==> config.mk <==
export PLATFORM = sky130hd
export DESIGN_NAME = trm_readout_alert
export DESIGN_NICKNAME = d
export VERILOG_FILES = /design/src/shared/trm_pkg.sv /design/src/rtl/trm_readout_alert.sv
export SDC_FILE = /design/constraint.sdc
export NUM_CORES = 1
export LEC_CHECK = 0
export BUFFER_PORTS_ARGS = -buffer_cell sky130_fd_sc_hd__buf_2
export CAP_MARGIN = 20
export CORE_MARGIN = 2
export CORE_UTILIZATION = 30
export CTS_CLUSTER_SIZE = 12
export DETAILED_ROUTE_END_ITERATION = 6
export HOLD_SLACK_MARGIN = 0.03
export SETUP_SLACK_MARGIN = 0.4
export SYNTH_ARGS = -nofsm -noshare
export SYNTH_HDL_FRONTEND = slang
export SYNTH_SLANG_ARGS = --single-unit
==> constraint.sdc <==
create_clock -name clk -period 4.1 [get_ports clk]
set_input_delay 0.41 -clock clk [delete_from_list [all_inputs] [get_ports clk]]
set_output_delay 0.41 -clock clk [all_outputs]
set_load 0.005 [all_outputs]
==> src/shared/trm_pkg.sv <==
// Constants, register map and types for the temperature readout block
`default_nettype none
package trm_pkg;
	// Register offsets (pointer values)
	localparam logic [7:0] REG_CONFIG2      = 8'h01;
	localparam logic [7:0] REG_STATUS1      = 8'h02;
	localparam logic [7:0] REG_STATUS2      = 8'h03;
	localparam logic [7:0] REG_EXT_FRAC     = 8'h06;
	localparam logic [7:0] REG_LOCAL_TEMP   = 8'h0a;
	localparam logic [7:0] REG_REMOTE_TEMP  = 8'h0b;
	localparam logic [7:0] REG_LOCAL_HIGH   = 8'h10;
	localparam logic [7:0] REG_LOCAL_LOW    = 8'h11;
	localparam logic [7:0] REG_LOCAL_OT     = 8'h12;
	localparam logic [7:0] REG_REMOTE_HIGH  = 8'h14;
	localparam logic [7:0] REG_REMOTE_LOW   = 8'h15;
	localparam logic [7:0] REG_REMOTE_OT    = 8'h16;
	localparam logic [7:0] REG_OT_BEHAV     = 8'h3f;
	// Field positions
	localparam int CFG2_REMOTE_EN = 2;
	localparam int CFG2_LOCAL_EN  = 3;
	localparam int ST1_RHIGH      = 2;
	localparam int ST1_RLOW       = 3;
	localparam int ST1_ROT        = 4;
	localparam int ST1_LHIGH      = 6;
	localparam int ST1_LLOW       = 7;
	localparam int ST2_LOT        = 6;
	localparam int ST2_EXT_PULL   = 7;
	localparam int OTB_FAN_EN     = 7;
	localparam int EXT_REM_LSB    = 5;
	localparam int EXT_LOC_LSB    = 3;
	// Reset values
	localparam logic [7:0] CONFIG2_RST = 8'h0c;
	localparam logic [7:0] HIGH_RST    = 8'h46;
	localparam logic [7:0] LOW_RST     = 8'h80;
	localparam logic [7:0] OT_RST      = 8'h50;
	localparam logic [7:0] TEMP_RST    = 8'h00;
	// Revision code: value is arbitrary
	localparam logic [6:0] REVISION    = 7'h01;
	// Hysteresis on the overtemperature release, whole degrees
	localparam logic [8:0] OT_HYST_DEG = 9'h005;
	// Address select decode
	localparam logic [1:0] ADDR_LSB_GND  = 2'h0;
	localparam logic [1:0] ADDR_LSB_OPEN = 2'h2;
	localparam logic [1:0] ADDR_LSB_VCC  = 2'h1;
	// Averaging and conversion time
	localparam int          AVG_COUNT     = 16;
	localparam logic [3:0]  AVG_LAST      = 4'hf;
	localparam real         CLK_MHZ       = 125.0;
	localparam real         REMOTE_CONV_MS = 9.6;
	localparam int REMOTE_CONV_CYC = $rtoi(REMOTE_CONV_MS * 1000.0 * CLK_MHZ);
	localparam logic [1:0]  SYNC_FILL     = 2'h2;

	typedef struct packed {
		logic [7:0] whole;
		logic [2:0] frac;
	} trm_temp_t;

	typedef enum {AVG_WAIT, AVG_SAMPLE} trm_avg_state_t;
endpackage
`default_nettype wire

==> src/rtl/trm_readout_alert.sv <==
// Temperature result formatting, limit compare, alert and overtemp pin
// Function
// - Remote result weighs 0.125 degree per LSB, span -128 to +127.875.
// - Integer bytes are eight-bit two's complement whole degrees.
// - Remote fraction is three bits of 0.125 degree below the integer.
// - Local fraction is two bits of 0.25 degree.
// - Both fractions are readable together in register 0x06.
// - Remote conversion yields eleven-bit two's complement, split integer/frac.
// - Remote value is the average of sixteen measurements.
// - One remote result takes nominally 9.6 ms.
// - Address select pin sampled once at power-up, sets address LSBs.
// - Alert goes low below the low limit unless channel disabled.
// - Alert goes low above the high limit unless channel disabled.
// - Overtemp pin goes low above the overtemperature limit.
// - Overtemp pin is unmaskable; alert is maskable per channel.
// - Fan-force enable clear: own overtemp drive does not force fan.
// - Fan-force enable set: fan full while device drives overtemp.
// - External pull low sets status 2 bit 7 and forces fan, only while the device is not driving the pin itself.
// - Overtemp pin is open-drain; device only pulls low or releases.
// - Clearing a channel enable clears its pending status and masks it.
// - High and overtemperature limits are compared independently.
// - Alert released after alert-response read, reasserted at the next conversion end.
// - Reading status clears limit bits; they set again if still true.
// - Overtemp stays low until temperature is more than 5 degrees below limit.
`timescale 1ns/10ps
`default_nettype none
module trm_readout_alert
	import trm_pkg::*;
#(
	parameter int REMOTE_CONV_CYCLES = REMOTE_CONV_CYC
) (
	// Clock and reset
	input  wire logic        clk,
	input  wire logic        reset,
	// Register access from the serial bus engine
	input  wire logic [7:0]  reg_addr,
	input  wire logic        reg_wr,
	input  wire logic [7:0]  reg_wdata,
	input  wire logic        reg_rd,
	output var  logic [7:0]  reg_rdata,
	input  wire logic        ara_done,
	// Converter
	input  wire logic        local_valid,
	input  wire logic [9:0]  local_sample,
	input  wire logic        remote_valid,
	input  wire logic [10:0] remote_sample,
	output var  logic        remote_req,
	// Address select pin, decoded
	input  wire logic        addr_sel_vcc,
	input  wire logic        addr_sel_open,
	output var  logic [1:0]  addr_lsb,
	// Overtemperature pin and outputs
	input  wire logic        overtemp_io_n_i,
	output var  logic        overtemp_io_n_o,
	output var  logic        overtemp_io_n_oe,
	output var  logic        alert_n,
	output var  logic        fan_full
);
	localparam int MEAS_CYCLES = REMOTE_CONV_CYCLES / AVG_COUNT;
	localparam logic [31:0] MEAS_LAST = 32'(MEAS_CYCLES - 1);
	function automatic logic above(input logic [7:0] t, input logic [7:0] l);
		return $signed(t) > $signed(l);
	endfunction
	function automatic logic below(input logic [7:0] t, input logic [7:0] l);
		return $signed(t) < $signed(l);
	endfunction
	function automatic logic ot_release(input logic [7:0] t, l);
		return $signed({t[7], t}) < $signed({l[7], l} - OT_HYST_DEG);
	endfunction
	// Registers
	logic [7:0]     cfg2_r;
	logic [7:0]     st1_r;
	logic [7:0]     st2_r;
	logic [7:0]     loc_high_r, loc_low_r, loc_ot_r;
	logic [7:0]     rem_high_r, rem_low_r, rem_ot_r;
	logic           fan_en_r;
	trm_temp_t      loc_r, rem_r;
	logic [7:0]     rdata_r;
	// Averaging
	trm_avg_state_t avg_state_r;
	logic [31:0]    meas_cnt_r;
	logic [3:0]     avg_cnt_r;
	logic [14:0]    acc_r, acc_nxt;
	logic           req_r;
	logic           rem_done, loc_done;
	trm_temp_t      rem_nxt, loc_nxt;
	// Pins
	logic           ot_s1_r, ot_s2_r;
	logic           vcc_s1_r, vcc_s2_r, open_s1_r, open_s2_r;
	logic [1:0]     fill_r;
	logic           cap_done_r;
	logic [1:0]     addr_r;
	logic           drv_r, drv_d1_r, drv_d2_r, ext_low;
	logic           ot_rem_r, ot_loc_r, fan_r, alert_n_r, hold_r;
	logic           rem_en, loc_en, st1_rd, st2_rd;
	logic [7:0]     st1_set, st2_set;
	assign rem_en = cfg2_r[CFG2_REMOTE_EN];
	assign loc_en = cfg2_r[CFG2_LOCAL_EN];
	assign st1_rd = reg_rd && (reg_addr == REG_STATUS1);
	assign st2_rd = reg_rd && (reg_addr == REG_STATUS2);
	// Remote averaging: sixteen samples, one every MEAS_CYCLES
	assign acc_nxt = acc_r + {{4{remote_sample[10]}}, remote_sample};
	assign rem_done = (avg_state_r == AVG_SAMPLE) && remote_valid &&
	                  (avg_cnt_r == AVG_LAST);
	assign rem_nxt = trm_temp_t'(acc_nxt[14:4]);
	assign loc_done = local_valid;
	assign loc_nxt = '{whole: local_sample[9:2],
	                   frac: {local_sample[1:0], 1'b0}};
	always_ff @(posedge clk) begin
		if (reset) begin
			avg_state_r <= AVG_WAIT;
			meas_cnt_r <= '0;
			avg_cnt_r <= '0;
			acc_r <= '0;
			req_r <= 1'b0;
		end else begin
			req_r <= 1'b0;
			case (avg_state_r)
				AVG_WAIT: begin
					if (meas_cnt_r >= MEAS_LAST) begin
						meas_cnt_r <= '0;
						req_r <= 1'b1;
						avg_state_r <= AVG_SAMPLE;
					end else begin
						meas_cnt_r <= meas_cnt_r + 32'h1;
					end
				end
				AVG_SAMPLE: begin
					// Timer keeps running so the period stays fixed
					meas_cnt_r <= meas_cnt_r + 32'h1;
					if (remote_valid) begin
						avg_cnt_r <= avg_cnt_r + 4'h1;
						acc_r <= (avg_cnt_r == AVG_LAST) ? '0 : acc_nxt;
						avg_state_r <= AVG_WAIT;
					end
				end
				default: avg_state_r <= AVG_WAIT;
			endcase
		end
	end
	// Results
	always_ff @(posedge clk) begin
		if (reset) begin
			rem_r <= '{whole: TEMP_RST, frac: 3'h0};
			loc_r <= '{whole: TEMP_RST, frac: 3'h0};
		end else begin
			if (rem_done)
				rem_r <= rem_nxt;
			if (loc_done)
				loc_r <= loc_nxt;
		end
	end
	// Software registers
	always_ff @(posedge clk) begin
		if (reset) begin
			cfg2_r <= CONFIG2_RST;
			loc_high_r <= HIGH_RST;
			loc_low_r <= LOW_RST;
			loc_ot_r <= OT_RST;
			rem_high_r <= HIGH_RST;
			rem_low_r <= LOW_RST;
			rem_ot_r <= OT_RST;
			fan_en_r <= 1'b0;
		end else if (reg_wr) begin
			case (reg_addr)
				REG_CONFIG2:     cfg2_r <= reg_wdata;
				REG_LOCAL_HIGH:  loc_high_r <= reg_wdata;
				REG_LOCAL_LOW:   loc_low_r <= reg_wdata;
				REG_LOCAL_OT:    loc_ot_r <= reg_wdata;
				REG_REMOTE_HIGH: rem_high_r <= reg_wdata;
				REG_REMOTE_LOW:  rem_low_r <= reg_wdata;
				REG_REMOTE_OT:   rem_ot_r <= reg_wdata;
				REG_OT_BEHAV:    fan_en_r <= reg_wdata[OTB_FAN_EN];
				default:         ;
			endcase
		end
	end
	// Status set terms, evaluated at conversion ends except the external-pull bit
	always_comb begin
		st1_set = '0;
		st2_set = '0;
		st1_set[ST1_RHIGH] = rem_done && rem_en &&
		                     above(rem_nxt.whole, rem_high_r);
		st1_set[ST1_RLOW] = rem_done && rem_en &&
		                    below(rem_nxt.whole, rem_low_r);
		st1_set[ST1_ROT] = rem_done && rem_en &&
		                   above(rem_nxt.whole, rem_ot_r);
		st1_set[ST1_LHIGH] = loc_done && loc_en &&
		                     above(loc_nxt.whole, loc_high_r);
		st1_set[ST1_LLOW] = loc_done && loc_en &&
		                    below(loc_nxt.whole, loc_low_r);
		st2_set[ST2_LOT] = loc_done && loc_en &&
		                   above(loc_nxt.whole, loc_ot_r);
		st2_set[ST2_EXT_PULL] = ext_low;
	end
	// Read clears; a set in the same cycle wins
	always_ff @(posedge clk) begin
		if (reset) begin
			st1_r <= '0;
			st2_r <= '0;
		end else begin
			st1_r <= (st1_rd ? 8'h00 : st1_r) | st1_set;
			st2_r <= (st2_rd ? 8'h00 : st2_r) | st2_set;
			if (!rem_en) begin
				st1_r[ST1_RHIGH] <= 1'b0;
				st1_r[ST1_RLOW] <= 1'b0;
				st1_r[ST1_ROT] <= 1'b0;
			end
			if (!loc_en) begin
				st1_r[ST1_LHIGH] <= 1'b0;
				st1_r[ST1_LLOW] <= 1'b0;
				st2_r[ST2_LOT] <= 1'b0;
			end
		end
	end
	// Read data, one cycle after the strobe
	always_ff @(posedge clk) begin
		if (reset) begin
			rdata_r <= '0;
		end else if (reg_rd) begin
			case (reg_addr)
				REG_CONFIG2:     rdata_r <= cfg2_r;
				REG_STATUS1:     rdata_r <= st1_r;
				REG_STATUS2:     rdata_r <= st2_r;
				REG_EXT_FRAC:    rdata_r <= {rem_r.frac, loc_r.frac[2:1],
				                             3'h0};
				REG_LOCAL_TEMP:  rdata_r <= loc_r.whole;
				REG_REMOTE_TEMP: rdata_r <= rem_r.whole;
				REG_LOCAL_HIGH:  rdata_r <= loc_high_r;
				REG_LOCAL_LOW:   rdata_r <= loc_low_r;
				REG_LOCAL_OT:    rdata_r <= loc_ot_r;
				REG_REMOTE_HIGH: rdata_r <= rem_high_r;
				REG_REMOTE_LOW:  rdata_r <= rem_low_r;
				REG_REMOTE_OT:   rdata_r <= rem_ot_r;
				REG_OT_BEHAV:    rdata_r <= {fan_en_r, REVISION};
				default:         rdata_r <= 8'h00;
			endcase
		end
	end
	// Overtemperature latches, never masked, with release hysteresis
	always_ff @(posedge clk) begin
		if (reset) begin
			ot_rem_r <= 1'b0;
			ot_loc_r <= 1'b0;
		end else begin
			if (rem_done) begin
				if (above(rem_nxt.whole, rem_ot_r))
					ot_rem_r <= 1'b1;
				else if (ot_release(rem_nxt.whole, rem_ot_r))
					ot_rem_r <= 1'b0;
			end
			if (loc_done) begin
				if (above(loc_nxt.whole, loc_ot_r))
					ot_loc_r <= 1'b1;
				else if (ot_release(loc_nxt.whole, loc_ot_r))
					ot_loc_r <= 1'b0;
			end
		end
	end
	// Pin synchronisers
	always_ff @(posedge clk) begin
		if (reset) begin
			ot_s1_r <= 1'b1;
			ot_s2_r <= 1'b1;
			vcc_s1_r <= 1'b0;
			vcc_s2_r <= 1'b0;
			open_s1_r <= 1'b0;
			open_s2_r <= 1'b0;
		end else begin
			ot_s1_r <= overtemp_io_n_i;
			ot_s2_r <= ot_s1_r;
			vcc_s1_r <= addr_sel_vcc;
			vcc_s2_r <= vcc_s1_r;
			open_s1_r <= addr_sel_open;
			open_s2_r <= open_s1_r;
		end
	end
	// Own drive is blanked for the synchroniser delay; while driving,
	// an outside pull cannot be told apart
	assign ext_low = !ot_s2_r && !drv_r && !drv_d1_r && !drv_d2_r;
	always_ff @(posedge clk) begin
		if (reset) begin
			drv_r <= 1'b0;
			drv_d1_r <= 1'b0;
			drv_d2_r <= 1'b0;
			fan_r <= 1'b0;
		end else begin
			drv_r <= ot_rem_r || ot_loc_r;
			drv_d1_r <= drv_r;
			drv_d2_r <= drv_d1_r;
			fan_r <= ext_low || (fan_en_r && drv_r);
		end
	end
	// Address select captured once after reset release
	always_ff @(posedge clk) begin
		if (reset) begin
			fill_r <= '0;
			cap_done_r <= 1'b0;
			addr_r <= ADDR_LSB_GND;
		end else if (!cap_done_r) begin
			if (fill_r == SYNC_FILL) begin
				cap_done_r <= 1'b1;
				addr_r <= vcc_s2_r ? ADDR_LSB_VCC :
				          open_s2_r ? ADDR_LSB_OPEN : ADDR_LSB_GND;
			end else begin
				fill_r <= fill_r + 2'h1;
			end
		end
	end
	// Alert: pending enabled status, held off after alert-response read
	always_ff @(posedge clk) begin
		if (reset) begin
			hold_r <= 1'b0;
			alert_n_r <= 1'b1;
		end else begin
			if (rem_done || loc_done)
				hold_r <= 1'b0;
			else if (ara_done)
				hold_r <= 1'b1;
			alert_n_r <= !(((|st1_r) || st2_r[ST2_LOT]) && !hold_r);
		end
	end
	assign reg_rdata = rdata_r;
	assign remote_req = req_r;
	assign addr_lsb = addr_r;
	assign overtemp_io_n_o = 1'b0;
	assign overtemp_io_n_oe = drv_r;
	assign alert_n = alert_n_r;
	assign fan_full = fan_r;
endmodule
`default_nettype wire

==> flow_metrics.py <==
metrics = {
    "critical_path": {
        "cp-end-kind": "register",
        "critical_path_required_ns": 4.40,
        "crit_arrival_ns": 3.77,
        "critPathKind": "reg -> reg",
        "slowest_delay_ns": 0.36,
        "cp-start-kind": "register",
        "slowest_stage": "fa_2",
        "crit_path_cell_trace": "ha_1 -> fa_2 -> a21o_1 -> a21oi_2 -> o21a_1 -> o21bai_1 -> xor2_1 -> buf_4 -> buf_4 -> ha_1 -> a21o_1 -> maj3_1 -> nand2_1 -> a221oi_1 -> o311ai_1 -> o211ai_1",
        "crit_family": "compound AO/OA/AOI/OAI gates",
        "critPathBufInv": 2,
        "cp_max_fo": 5,
    },
    "die": {
        "die_area_um2": 31720,
        "initial_core_util": 0.3060,
        "pin_count": 62,
        "dieWidth_um": 178.1,
        "die_h_um": 178.1,
        "core_um2": 29720,
        "rows": 63,
    },
    "status": {
        "status": "complete, no violations",
    },
    "sta": {
        "setup-violations-final": 0,
        "final.period_utilization": 0.8450,
        "setup_ws_ns": 0.6355,
        "finalCriticalPeriod_ns": 3.464,
        "slew_headroom": 0.3036,
        "worstMarginPinSlew_ns": 1.041,
        "rsz0062_at_grt": "false",
        "slew_viol_final": 0,
        "setup-tns-final_ns": 0,
        "fmax_mhz": 288.6,
        "finClkSkew_ns": 0.01214,
        "hold_viol_final": 0,
    },
    "global_routing": {
        "grt_use_total": 0.1669,
        "grt.overflow.total": 0,
        "grt_pass1_wl_um": 41120,
        "grt_max_degree": 96,
        "antenna_found_initial": 5,
        "grt_pass1_vias": 7553,
    },
    "cells_and_area": {
        "antenna-diode-count": 0,
        "drive_gt1_frac": 0.1214,
        "final_common_cell": "dfxtp_1",
        "final_cell_mix": "165 x dfxtp_1, 127 x nand2_1, 112 x nor2_1",
        "area_growth_pct": 15.77,
        "num-nets-final": 1283,
        "final_util": 0.3543,
    },
    "synth": {
        "synthTopCellsByArea": "dfxtp_1 36%, ha_1 11%, nand2_1 5.2%",
        "yosys_warnings": 0,
        "synth_top_area_share": 0.3632,
        "synth_cell_types": 68,
        "synth_area_per_cell_um2": 8.252,
        "yosysTopAreaCell": "dfxtp_1",
        "synthArstFlopShare": 0,
        "yosysSeqAreaShare": 0.3632,
        "ys_seq_elements": 165,
        "synth-edff-count": 0,
        "syn_inst": 1102,
        "syn_area_um2": 9094,
        "synthFlopType": "dfxtp_1",
        "synth_nets": 1227,
    },
    "drt": {
        "firstDrtPassIters": 7,
        "drc": 0,
        "vias": 8072,
        "wl_met3_um": 1355,
        "drt_iter0_markers": 570,
        "ant_nets": 0,
        "wl_met2_um": 12290,
        "wl_met1_um": 11720,
        "wl_per_cell_um": 16.58,
        "wl_um": 25870,
        "via_per_inst": 5.174,
        "top_layer_used": "met5",
    },
    "hold_path": {
        "min_path_type": "in -> reg",
    },
    "place": {
        "dp_hpwl_um": 18720,
        "io_buffer_count": 60,
        "gp_congestion": 0.8787,
        "dp_slack_ns": 0.1188,
    },
    "power": {
        "p_per_area_nw_per_um2": 339.2,
        "p_leak_nw": 4.138,
        "peakVddDrop_mv": 0.2908,
    },
    "clock_network": {
        "clock_path_buffers": 2,
        "cts_htree_levels": 4,
        "holdBufCountCts": 0,
        "cts_buffers": 17,
        "clock-sinks": 165,
        "cts_tree": "built",
        "path_clk_slew_ns": 0.07,
        "cts-root-buf": "clkbuf_16",
        "clk_latency_ns": 0.43,
    },
    "run": {
        "drv_cap": 0,
    },
}
[synthesized netlist by cell type, types with 16 or more instances]
master and number:
dfxtp_1 165, nand2_1 127, nor2_1 113, a21oi_1 94
ha_1 77, inv_1 68, nand3_1 54, clkbuf_1 41
o21ai_0 38, mux2i_1 32, xnor2_1 30, xor2_1 23
nor3_1 17, and3_1 16, nor2b_1 16
[stage by stage]
step | hold WS [ns] | power [W] | instances | cell area, µm²
after floorplan | 0.3895 | 0.001892 | 1102 | 9094
after global placement | 0.3952 | 0.002006 | 1521 | 9841
after detailed placement | 0.4105 | 0.002011 | 1522 | 9852
after CTS | 0.1406 | 0.003601 | 1553 | 10440
after global routing | 0.1444 | 0.003709 | 1560 | 10530
final | 0.1533 | 0.003571 | 1560 | 10530
[registers in the layout, indices dropped and copies added (netlist names), 4 cells and up]
| name | flops |
|---|---|
| rem_r | 11 |
| avg_cnt_r | 4 |
| rem_high_r | 8 |
| reg_rdata | 8 |
| meas_cnt_r | 32 |
| loc_r | 10 |
| loc_ot_r | 8 |
| st1_r | 5 |
| rem_ot_r | 8 |
| rem_low_r | 8 |
| loc_low_r | 8 |
| loc_high_r | 8 |
| cfg2_r | 8 |
| acc_r | 15 |
[worst paths after layout]
path                   startpoint  endpoint  slack, ns  depth (start not counted)
setup / recovery         acc_r[0]  st1_r[2]       0.64                         16
hold / removal    overtemp_io_n_i   ot_s1_r       0.15                          2
setup reg to reg         acc_r[0]  st1_r[2]       0.64                         16
hold reg to reg           ot_s1_r   ot_s2_r       0.42                          1
[what timing repair did]
action	CTS	global route
endpoints found under the setup margin	2	4
resized for setup	2	11
setup buffers	0	7
pin swaps	0	4
[layer usage]
layer	GRT usage	vias to the layer above
li1	-	3997
met1	0.2196	3825
met2	0.2744	200
met3	0.03389	40
met4	0.05123	10
met5	0	-
[cell families (layout without fill, tap and decap cells)]
group	count (synthesis)	in the layout	share of synthesized area
adder cells (fa/ha/maj)	81	81	0.1114
flip-flops	165	165	0.3632
XOR/XNOR	54	54	0.05283
other	1	1	0.0004124
AO/OA/AOI/OAI	249	249	0.1794
buffers and inverters	116	184	0.04871
AND/OR/NAND/NOR	403	403	0.2075
multiplexers	33	33	0.03646
[layout make-up]
| class | instances | area (µm²) |
|---|---|---|
| clock buffer | 21 | 450.4 |
| clock inverter | 10 | 123.9 |
| fill | 3018 | 19190 |
| inverter | 68 | 255.2 |
| multi-input combinational | 821 | 5413 |
| sequential | 165 | 3303 |
| tap | 390 | 488.0 |
| timing repair buffer | 85 | 494.2 |
[where the power goes]
part / switching, W / internal (W) / leakage (nW)
clock: 0.000670 / 0.000915 / 0.274
sequential: 0.0000179 / 0.00163 / 1.34
combinational: 0.000207 / 0.000128 / 2.53
Power figures use the tool's default switching activity.
